===== config.mk =====
export PLATFORM = sky130hd
export DESIGN_NAME = pfs_channel
export DESIGN_NICKNAME = d
export VERILOG_FILES = /design/src/hdl/pfs_pkg.sv /design/src/hdl/pfs_channel.sv /design/src/hdl/pfs_fault_latch.sv /design/src/hdl/pfs_sync_div.sv
export SDC_FILE = /design/constraint.sdc
export NUM_CORES = 1
export LEC_CHECK = 0
export ABC_AREA = 1
export BUFFER_PORTS_ARGS = -buffer_cell sky130_fd_sc_hd__buf_2
export CAP_MARGIN = 30
export CORE_ASPECT_RATIO = 1.75
export CORE_MARGIN = 5
export CORE_UTILIZATION = 30
export CTS_CLUSTER_SIZE = 16
export DETAILED_ROUTE_END_ITERATION = 10
export PLACE_DENSITY = 0.66
export REMOVE_ABC_BUFFERS = 1
export SKIP_LAST_GASP = 1
export SYNTH_ARGS = -nofsm -noshare
export SYNTH_HDL_FRONTEND = slang
export SYNTH_SLANG_ARGS = --single-unit

===== constraint.sdc =====
create_clock -name i_clk_sys -period 8 [get_ports i_clk_sys]
set_clock_uncertainty 0.1 [all_clocks]
set_input_delay 1.2 -clock i_clk_sys [delete_from_list [all_inputs] [get_ports i_clk_sys]]
set_output_delay 1.2 -clock i_clk_sys [all_outputs]
set_load 0.005 [all_outputs]

===== src/hdl/pfs_pkg.sv =====
// Shared constants and carrier types for the fault and sync control channel.
package pfs_pkg;
    // ----------------------------------------
    // Widths and counts
    // ----------------------------------------
    localparam int CNT_W = 16;
    localparam int COMP_W = 16;
    localparam int NUM_CH = 4;
    localparam int SEL_W = 2;
    localparam int DIV_W = 4;
    localparam int FLT_W = 2;

    // ----------------------------------------
    // Values after reset
    // ----------------------------------------
    localparam logic [CNT_W-1:0] CNT_RST = 16'h0000;
    localparam logic [DIV_W-1:0] DIV_RST = 4'h0;
    localparam logic [FLT_W-1:0] FLT_RST = 2'h0;

    // Channel operating modes.
    typedef enum logic [1:0] {
        PFS_MODE_NORMAL = 2'h0,
        PFS_MODE_MULTI = 2'h1,
        PFS_MODE_RESON = 2'h3,
        PFS_MODE_PHASE = 2'h2
    } pfs_mode_t;

    // Software configuration bits of the channel.
    typedef struct packed {
        logic fault_en;
        pfs_mode_t mode;
        logic [SEL_W-1:0] comp_sel;
        logic isync_en;
        logic [SEL_W-1:0] isync_sel;
        logic rsync_en;
        logic [DIV_W-1:0] sync_div;
        logic sync_out_src;
        logic [CNT_W-1:0] period;
        logic [CNT_W-1:0] phase;
    } pfs_cfg_t;

    // Status visible to software.
    typedef struct packed {
        logic [FLT_W-1:0] fault_latched;
        logic [FLT_W-1:0] fault_pin_level;
        logic blank_a;
        logic blank_b;
        logic [CNT_W-1:0] count;
    } pfs_stat_t;
endpackage


===== src/hdl/pfs_channel.sv =====
// One PWM channel with fault shutdown, compensator routing and sync.
`timescale 1ns/10ps
`default_nettype none
module pfs_channel #(
    parameter logic [1:0] CH_IDX = 2'h0
) (
    // Clock and reset
    input wire logic i_clk_sys,
    input wire logic i_rst_n,
    // Configuration
    input wire pfs_pkg::pfs_cfg_t i_cfg,
    // Fault pins and clear strobes
    input wire logic [pfs_pkg::FLT_W-1:0] i_fault_pin,
    input wire logic [pfs_pkg::FLT_W-1:0] i_fault_clr,
    // Compensator outputs
    input wire logic [pfs_pkg::NUM_CH-1:0][pfs_pkg::COMP_W-1:0] i_comp_val,
    // Sync inputs
    input wire logic [pfs_pkg::NUM_CH-1:0] i_master_trig,
    input wire logic i_sync_in,
    // PWM outputs
    output logic o_pwm_a,
    output logic o_pwm_b,
    output logic o_phase_trig,
    // Sync pin drive
    output logic o_sync_out,
    output logic o_sync_oe,
    // Status
    output logic o_fault_irq,
    output pfs_pkg::pfs_stat_t o_stat
);
    import pfs_pkg::*;

    // ----------------------------------------
    // Helpers
    // ----------------------------------------

    // Picks the compensator index the channel follows.
    function automatic logic [SEL_W-1:0] comp_index(input pfs_mode_t mode,
                                                    input logic [SEL_W-1:0] sel);
        begin
            if (mode == PFS_MODE_RESON) begin
                comp_index = CH_IDX;
            end else begin
                comp_index = sel;
            end
        end
    endfunction

    // ----------------------------------------
    // Fault latches
    // ----------------------------------------
    logic [FLT_W-1:0] lat;
    logic [FLT_W-1:0] pin_lvl;

    // pins pass through the latch stage
    pfs_fault_latch u_latch (
        .i_clk_sys(i_clk_sys),
        .i_rst_n(i_rst_n),
        .i_pin(i_fault_pin),
        .i_clr(i_fault_clr),
        .o_latched(lat),
        .o_pin_level(pin_lvl),
        .o_irq(o_fault_irq)
    );

    // ----------------------------------------
    // Sync sources and period counter
    // ----------------------------------------
    logic [CNT_W-1:0] cnt_q, cnt_d;
    logic sync_in_q, sync_in_d;
    logic isync_hit, rsync_hit, wrap, period_start;

    // select bits pick the master channel
    // remote sync pin edge resets the counter
    always_comb begin
        sync_in_d = i_sync_in;
        isync_hit = i_cfg.isync_en & i_master_trig[i_cfg.isync_sel];
        rsync_hit = i_cfg.rsync_en & i_sync_in & ~sync_in_q;
        wrap = (cnt_q >= i_cfg.period);
        period_start = wrap | isync_hit | rsync_hit;
        if (period_start) begin
            cnt_d = CNT_RST;
        end else begin
            cnt_d = cnt_q + 16'h0001;
        end
    end

    // Counter and sync edge registers.
    always_ff @(posedge i_clk_sys or negedge i_rst_n) begin
        if (!i_rst_n) begin
            cnt_q <= CNT_RST;
            sync_in_q <= 1'b0;
        end else begin
            cnt_q <= cnt_d;
            sync_in_q <= sync_in_d;
        end
    end

    // ----------------------------------------
    // Compensator routing
    // ----------------------------------------
    logic [COMP_W-1:0] duty;

    always_comb begin
        duty = i_comp_val[comp_index(i_cfg.mode, i_cfg.comp_sel)];
    end

    // ----------------------------------------
    // Fault gating and output stage
    // ----------------------------------------
    logic eff_a, eff_b;
    logic blank_a_q, blank_a_d, blank_b_q, blank_b_d;
    logic pwm_a_q, pwm_a_d, pwm_b_q, pwm_b_d, trig_q, trig_d;

    // Fault mapping onto outputs and resume at the period start.
    always_comb begin
        // other modes gate each phase alone
        if (i_cfg.mode == PFS_MODE_NORMAL) begin
            eff_a = |lat;
            eff_b = |lat;
        end else begin
            eff_a = lat[0];
            eff_b = lat[1];
        end
        eff_a = eff_a & i_cfg.fault_en;
        eff_b = eff_b & i_cfg.fault_en;
        // blanking ends only at a period start
        blank_a_d = eff_a | (blank_a_q & ~period_start);
        blank_b_d = eff_b | (blank_b_q & ~period_start);
        pwm_a_d = (cnt_d < duty) & ~blank_a_d;
        pwm_b_d = (cnt_d >= duty) & ~blank_b_d;
        trig_d = (cnt_d == i_cfg.phase);
    end

    // Output and blanking registers.
    always_ff @(posedge i_clk_sys or negedge i_rst_n) begin
        if (!i_rst_n) begin
            blank_a_q <= 1'b0;
            blank_b_q <= 1'b0;
            pwm_a_q <= 1'b0;
            pwm_b_q <= 1'b0;
            trig_q <= 1'b0;
        end else begin
            blank_a_q <= blank_a_d;
            blank_b_q <= blank_b_d;
            pwm_a_q <= pwm_a_d;
            pwm_b_q <= pwm_b_d;
            trig_q <= trig_d;
        end
    end

    assign o_pwm_a = pwm_a_q;
    assign o_pwm_b = pwm_b_q;
    assign o_phase_trig = trig_q;

    // ----------------------------------------
    // Sync output
    // ----------------------------------------

    pfs_sync_div u_div (
        .i_clk_sys(i_clk_sys),
        .i_rst_n(i_rst_n),
        .i_period_start(period_start),
        .i_ratio(i_cfg.sync_div),
        .o_pulse(o_sync_out)
    );

    // pin driven only when set as output source
    assign o_sync_oe = i_cfg.sync_out_src;

    // Status bundle for software.
    always_comb begin
        o_stat.fault_latched = lat;
        o_stat.fault_pin_level = pin_lvl;
        o_stat.blank_a = blank_a_q;
        o_stat.blank_b = blank_b_q;
        o_stat.count = cnt_q;
    end

    // ----------------------------------------
    // Checks
    // ----------------------------------------
    a_fault_off_a: assert property (@(posedge i_clk_sys) disable iff (!i_rst_n)
        (i_cfg.fault_en && eff_a) |=> !o_pwm_a)
        else $error("Output A active during a fault.");
    a_normal_both: assert property (@(posedge i_clk_sys) disable iff (!i_rst_n)
        (i_cfg.fault_en && i_cfg.mode == PFS_MODE_NORMAL && |lat) |=> (!o_pwm_a && !o_pwm_b))
        else $error("Normal mode fault left an output active.");
    a_split_a: assert property (@(posedge i_clk_sys) disable iff (!i_rst_n)
        (i_cfg.mode != PFS_MODE_NORMAL && !blank_a_q && !lat[0]) |-> !eff_a)
        else $error("Fault one gated output A outside normal mode.");
    a_resume_start: assert property (@(posedge i_clk_sys) disable iff (!i_rst_n)
        $fell(blank_a_q) |-> (cnt_q == CNT_RST))
        else $error("Output A resumed mid period.");
    a_reson_comp: assert property (@(posedge i_clk_sys) disable iff (!i_rst_n)
        (i_cfg.mode == PFS_MODE_RESON) |-> (duty == i_comp_val[CH_IDX]))
        else $error("Resonant mode used the wrong compensator.");
    a_master_reset: assert property (@(posedge i_clk_sys) disable iff (!i_rst_n)
        (i_cfg.isync_en && i_master_trig[i_cfg.isync_sel]) |=> (cnt_q == CNT_RST))
        else $error("Master trigger did not reset the counter.");
    a_remote_reset: assert property (@(posedge i_clk_sys) disable iff (!i_rst_n)
        (i_cfg.rsync_en && i_sync_in && !sync_in_q) |=> (cnt_q == CNT_RST))
        else $error("Remote sync edge did not reset the counter.");
    a_sync_boundary: assert property (@(posedge i_clk_sys) disable iff (!i_rst_n)
        o_sync_out |-> (cnt_q == CNT_RST))
        else $error("Sync pulse off the period boundary.");

    // ----------------------------------------
    // Further checks on the outputs, fault latch, routing and counter
    // ----------------------------------------
    // Several of the checks below compare the registered outputs with the compare result that the
    // counter shown in the status bundle implies, so a broken gate cannot hide behind
    // the same expression that drives it.

    a_fault_off_b: assert property (@(posedge i_clk_sys) disable iff (!i_rst_n)
        (i_cfg.fault_en && eff_b) |=> !o_pwm_b)
        else $error("Output B active during a fault.");

    a_enable_off: assert property (@(posedge i_clk_sys) disable iff (!i_rst_n)
        (!i_cfg.fault_en && !blank_a_q) |=> (o_pwm_a == (o_stat.count < $past(duty))))
        else $error("Output A blanked with fault enable clear.");

    // a fault pin raises the interrupt
    a_irq_raise: assert property (@(posedge i_clk_sys) disable iff (!i_rst_n)
        (|i_fault_pin) |=> o_fault_irq)
        else $error("Fault pin did not raise the interrupt.");

    a_split_b: assert property (@(posedge i_clk_sys) disable iff (!i_rst_n)
        (i_cfg.mode != PFS_MODE_NORMAL && !blank_b_q && !lat[1])
        |=> (o_pwm_b == (o_stat.count >= $past(duty))))
        else $error("Fault zero gated output B outside normal mode.");

    a_phase_b_off: assert property (@(posedge i_clk_sys) disable iff (!i_rst_n)
        (i_cfg.fault_en && i_cfg.mode != PFS_MODE_NORMAL && lat[1]) |=> !o_pwm_b)
        else $error("Fault one left output B active.");

    // fault one leaves A free of B
    a_split_a_free: assert property (@(posedge i_clk_sys) disable iff (!i_rst_n)
        (i_cfg.mode != PFS_MODE_NORMAL && !blank_a_q && !lat[0])
        |=> (o_pwm_a == (o_stat.count < $past(duty))))
        else $error("Output A did not follow its compare outside normal mode.");

    a_latch_clear: assert property (@(posedge i_clk_sys) disable iff (!i_rst_n)
        (i_fault_clr[0] && !i_fault_pin[0]) |=> !o_stat.fault_latched[0])
        else $error("Fault latch survived a clear.");

    a_blank_hold: assert property (@(posedge i_clk_sys) disable iff (!i_rst_n)
        (blank_a_q && !period_start) |=> blank_a_q)
        else $error("Output A blanking ended mid period.");

    // B resumes at a period start
    a_resume_b: assert property (@(posedge i_clk_sys) disable iff (!i_rst_n)
        $fell(blank_b_q) |-> (cnt_q == CNT_RST))
        else $error("Output B resumed mid period.");

    // counter wraps at the period end
    a_wrap_zero: assert property (@(posedge i_clk_sys) disable iff (!i_rst_n)
        (cnt_q >= i_cfg.period) |=> (cnt_q == CNT_RST))
        else $error("Counter did not wrap at the period end.");

    a_comp_route: assert property (@(posedge i_clk_sys) disable iff (!i_rst_n)
        (i_cfg.mode != PFS_MODE_RESON) |-> (duty == i_comp_val[i_cfg.comp_sel]))
        else $error("Selector did not route its compensator.");

    // phase trigger sits on its count
    a_phase_pulse: assert property (@(posedge i_clk_sys) disable iff (!i_rst_n)
        o_phase_trig |-> (o_stat.count == i_cfg.phase))
        else $error("Phase trigger off its count.");

    // disabled syncs leave the counter running
    a_sync_refused: assert property (@(posedge i_clk_sys) disable iff (!i_rst_n)
        (!i_cfg.rsync_en && !i_cfg.isync_en && cnt_q < i_cfg.period)
        |=> (cnt_q == $past(cnt_q) + 16'h0001))
        else $error("Counter reset by a disabled sync source.");
endmodule
`default_nettype wire


===== src/hdl/pfs_fault_latch.sv =====
// Fault pin latches with software clear and pin level readback.
`timescale 1ns/10ps
`default_nettype none
module pfs_fault_latch (
    // Clock and reset
    input wire logic i_clk_sys,
    input wire logic i_rst_n,
    // Fault pins and clear strobes
    input wire logic [pfs_pkg::FLT_W-1:0] i_pin,
    input wire logic [pfs_pkg::FLT_W-1:0] i_clr,
    // Latched faults and readback
    output logic [pfs_pkg::FLT_W-1:0] o_latched,
    output logic [pfs_pkg::FLT_W-1:0] o_pin_level,
    output logic o_irq
);
    import pfs_pkg::*;

    logic [FLT_W-1:0] lat_q, lat_d, lvl_q, lvl_d;

    // ----------------------------------------
    // Latch update per fault bit
    // ----------------------------------------
    for (genvar g = 0; g < FLT_W; g++) begin : g_bit
        always_comb begin
            lat_d[g] = i_pin[g] | (lat_q[g] & ~i_clr[g]); // A new fault beats the clear.
        end
    end

    always_comb begin
        lvl_d = i_pin;
    end

    // Registers for latches and readback.
    always_ff @(posedge i_clk_sys or negedge i_rst_n) begin
        if (!i_rst_n) begin
            lat_q <= FLT_RST;
            lvl_q <= FLT_RST;
        end else begin
            lat_q <= lat_d;
            lvl_q <= lvl_d;
        end
    end

    // latched faults to channel and processor
    assign o_latched = lat_q;
    assign o_pin_level = lvl_q;
    assign o_irq = |lat_q;

    a_latch_sets: assert property (@(posedge i_clk_sys) disable iff (!i_rst_n)
        i_pin[0] |=> o_latched[0])
        else $error("Fault latch did not set.");
    a_latch_sets_b: assert property (@(posedge i_clk_sys) disable iff (!i_rst_n)
        i_pin[1] |=> o_latched[1])
        else $error("Second fault latch did not set.");
    a_latch_holds: assert property (@(posedge i_clk_sys) disable iff (!i_rst_n)
        (o_latched[1] && !i_clr[1]) |=> o_latched[1])
        else $error("Fault latch dropped without a clear.");
    a_level_read: assert property (@(posedge i_clk_sys) disable iff (!i_rst_n)
        ##1 o_pin_level == $past(i_pin))
        else $error("Pin level readback is wrong.");
endmodule
`default_nettype wire


===== src/hdl/pfs_sync_div.sv =====
// Divider that emits a sync pulse every programmed ratio plus one periods.
`timescale 1ns/10ps
`default_nettype none
module pfs_sync_div (
    // Clock and reset
    input wire logic i_clk_sys,
    input wire logic i_rst_n,
    // Period boundary and ratio
    input wire logic i_period_start,
    input wire logic [pfs_pkg::DIV_W-1:0] i_ratio,
    // Sync pulse
    output logic o_pulse
);
    import pfs_pkg::*;

    logic [DIV_W-1:0] cnt_q, cnt_d;
    logic pulse_q, pulse_d;

    // one pulse per ratio plus one periods
    always_comb begin
        cnt_d = cnt_q;
        pulse_d = 1'b0;
        if (i_period_start) begin
            if (cnt_q >= i_ratio) begin
                cnt_d = DIV_RST;
                pulse_d = 1'b1; // single cycle at the boundary
            end else begin
                cnt_d = cnt_q + 4'h1;
            end
        end
    end

    // Divider registers.
    always_ff @(posedge i_clk_sys or negedge i_rst_n) begin
        if (!i_rst_n) begin
            cnt_q <= DIV_RST;
            pulse_q <= 1'b0;
        end else begin
            cnt_q <= cnt_d;
            pulse_q <= pulse_d;
        end
    end

    assign o_pulse = pulse_q;

    a_pulse_width: assert property (@(posedge i_clk_sys) disable iff (!i_rst_n)
        o_pulse |=> !o_pulse)
        else $error("Sync pulse longer than one cycle.");
    a_pulse_cause: assert property (@(posedge i_clk_sys) disable iff (!i_rst_n)
        o_pulse |-> $past(i_period_start))
        else $error("Sync pulse without a period boundary.");
endmodule
`default_nettype wire


==> run_results.csv <==
group,metric,value,unit
run_status,status,"complete, no violations",
floorplanning,start_util,30.4,%
sta,fin_tns_setup,0,ns
clocking,clockBufferDepth,2,
sta,finalSetupViolations,0,
drt,vias,3621,
critical_path,max_stage_delay,0.42,ns
floorplanning,die_w,88.7,µm
floorplanning,die_area,13100,µm²
clocking,hold_buffers,0,
clocking,cts_setup_buffers,0,
placement,io_buffers,146,
logic_synthesis,synth-edff-count,0,
floorplanning,fp.dieH,148,µm
critical_path,required,8.06,ns
power,max-vdd-ir-drop,0.0772,mV
critical_path,crit_arrival,3.94,ns
hold_path,hold_class,"flop to flop",
clocking,cts_root_buffer,"clkbuf_16",
sta,hold_viol,0,
drt,firstDrtPassIters,4,
global_routing,grt_max_degree,33,
logic_synthesis,syn_area,3260,µm²
logic_synthesis,seq_area_frac_synth,23.8,%
power,p_leak,0.00265,µW
layout,nFillCells,1129,
drt,wire_per_inst,13.2,µm
critical_path,path_class,"input port to flop",
clocking,clock_sinks,31,
placement,dp_cells,755,
logic_synthesis,netlist_instances,495,
logic_synthesis,synth_flop_cell,"dfrtp_1",
placement,placed_area,4060,µm²
clocking,cts_inserted_buffers,5,
clocking,h-tree-depth,2,
floorplanning,rows,50,
sta,timing.fmax,258,MHz
clocking,cts_tree,"yes",
critical_path,r2r_setup_slack,4.70,ns
global_routing,track_usage,15.6,%
sta,rsz0062_at_grt,"false",
drt,wl,10.1,mm
floorplanning,core,10700,µm²
drt,vias_per_cell,4.75,
clocking,clkTransAtPathRegs,0.05,ns
drt,drc,0,
hold_path,hold-path-cell-count,2,
logic_synthesis,yosysWarningCount,0,
critical_path,worstPathMaxFanout,32,
sta,tightest_slew,0.782,ns
sta,period_needed,3.88,ns
placement,dp_hpwl,8.77,mm
floorplanning,ios,149,
drt,final_antenna_net_count,0,
layout,post-route-cell-area,4220,µm²
power,power.density,141,nW/µm²
global_routing,grt_antenna_before_repair,0,
critical_path,slowest_stage,"inv_2",
critical_path,cp_cell_sequence,"buf_2, inv_1, ha_1, a21oi_1, o21ai_1, a21oi_1, nand3_1, inv_2, nand3_1, inv_1, ha_1, a21oi_1, o21a_1, o221ai_1, nand2_1, o2111ai_1, a21oi_1, nor2_1",
layout,drive_gt1_share,27.3,%
logic_synthesis,synth-seq-cells,31,
global_routing,grt_pass1_wl,16.1,mm
critical_path,worstRegToRegCells,16,
sta,drv_slew,0,
layout,finalNetCount,791,
logic_synthesis,synth.distinct_cells,36,
layout,antenna_cells,0,
global_routing,first_global_vias,3706,
critical_path,critPathCaptureType,"flop",
clocking,clkLatencyLatePin,0.28,ns
drt,drt-initial-drc-count,152,
layout,stdcell_count,763,
critical_path,crit_top_cell,"a21oi_1",
layout,syn2layout_area_growth,29.5,%
clocking,cts_resized,0,
critical_path,setup.worst_path.start_class,"input port",
placement,place.gp.congestion,0.824,
global_routing,gr-total-overflow,0,
logic_synthesis,ys_async_sr_fraction,100,%
sta,period_share,48.5,%
logic_synthesis,syn_area_per_cell,6.58,µm²
run,drv_cap,0,
sta,timing.slew.headroom,47.8,%
==> layout by cell type (no fill, tap or decap) <==
master     count
nor3_1         8
a21boi_0       1
nand4_2        1
nand2_1      146
buf_2        146
nor3_2         1
o21a_1         3
nor2_4         1
inv_2          7
ha_1          38
xnor2_1        2
nor2_2         3
clkinv_1       2
a22oi_1        1
clkbuf_16      5
xor2_1        10
a32o_1         7
o21bai_1       2
nand3_1       31
a21oi_1       23
nand4_1       18
nor3_4         1
nand2_2        3
and3_1         1
o21ai_0        8
dfrtp_1       31
clkbuf_8       2
o21ai_1        3
xor2_2         1
inv_1         84
nor2_1        28
buf_4          1
o221ai_1       1
clkbuf_1       1
o2111ai_1      1
nand3_2        1
o22ai_1       10
==> flip-flops by register name, summed over array words and instances, names as in the netlist <==
signal and count:
o_pwm_b 1, u_div.o_pulse 1, u_div.cnt_q 4, cnt_q 16
u_latch.o_latched 2, o_pwm_a 1, blank_b_q 1, sync_in_q 1
u_latch.o_pin_level 2, blank_a_q 1, o_phase_trig 1
==> kinds of logic after synthesis <==
family / count (synthesis) / share of synthesized area [%]
buf+inv: 110 / 13.7
fa+ha+maj: 38 / 14.6
simple gates: 243 / 32.7
compound gates: 60 / 11.5
flops: 31 / 23.8
xor+xnor: 13 / 3.73
==> worst max-delay path: cells and delay by family <==
family | cells | cell delay (ns)
AND/OR/NAND/NOR | 4 | 0.42
adder cells (fa/ha/maj) | 2 | 0.56
AO/OA/AOI/OAI | 8 | 1.09
buffers and inverters | 4 | 0.65
==> through the flow <==
step	utilization [%]	total power (µW)	setup WS [ns]	hold slack, ns
final	39.4	596	4.12	0.464
after CTS	39.4	606	4.13	0.476
after global placement	38.0	396	3.90	0.455
after global routing	39.4	647	3.81	0.504
after floorplan	-	318	4.30	0.385
after detailed placement	38.0	405	3.84	0.464
==> layer usage <==
metal	routed length, µm	part of all wire (%)	vias to the layer above	track usage (%)
li1	-	-	1871	-
met4	482	4.8	0	8.85
met2	5550	55	110	29.2
met3	539	5.4	28	2.34
met5	0	0	-	0
met1	3500	35	1612	15.4
==> synth_stat cells (2+ instances only) <==
| cell type | count | area share [%] |
|---|---|---|
| nor2_2 | 3 | 0.58 |
| inv_1 | 84 | 9.7 |
| nor2_1 | 28 | 3.2 |
| a21oi_1 | 23 | 3.5 |
| clkbuf_1 | 6 | 0.69 |
| o21bai_1 | 2 | 0.46 |
| xor2_1 | 10 | 2.7 |
| buf_4 | 5 | 1.2 |
| ha_1 | 38 | 15 |
| nand2_2 | 3 | 0.58 |
| nand4_1 | 18 | 3.5 |
| inv_2 | 7 | 0.81 |
| dfrtp_1 | 31 | 24 |
| nand2_1 | 146 | 17 |
| clkinv_1 | 2 | 0.23 |
| o21a_1 | 3 | 0.69 |
| o22ai_1 | 10 | 1.9 |
| o21ai_0 | 8 | 1.2 |
| nand3_1 | 31 | 4.8 |
| nor3_1 | 8 | 1.2 |
| o21ai_1 | 3 | 0.46 |
| a32o_1 | 7 | 2.2 |
| buf_2 | 5 | 0.77 |
| xnor2_1 | 2 | 0.54 |
==> worst paths after layout <==
kind | startpoint | to
max in group asynchronous | i_rst_n | cnt_q[13]$_DFF_PN0_
hold / removal | u_div.cnt_q[2]$_DFFE_PN0P_ | u_div.cnt_q[2]$_DFFE_PN0P_
min in group asynchronous | i_rst_n | u_div.o_pulse$_DFF_PN0_
setup reg to reg | cnt_q[15]$_DFF_PN0_ | o_pwm_b$_DFF_PN0_
hold reg to reg | u_div.cnt_q[2]$_DFFE_PN0P_ | u_div.cnt_q[2]$_DFFE_PN0P_
setup / recovery | i_cfg[31] | o_pwm_b$_DFF_PN0_
==> power breakdown <==
| part | switching (µW) | internal, µW | leakage (µW) |
|---|---|---|---|
| Clock | 65.0 | 132 | 0.0000772 |
| Sequential | 17.5 | 176 | 0.000403 |
| Combinational | 117 | 88.7 | 0.00217 |
| Total | 199 | 397 | 0.00265 |
==> cell type report <==
cell class              count  area [µm²]  share of cell area, %
well taps                 130         163                   3.86
clock buffers               8         156                   3.71
multi-input cells         354        2030                   48.2
repair buffers            147         738                   17.5
flip-flops and latches     31         776                   18.4
inverters                  93         349                   8.28
(Power assumes the default switching activity.)
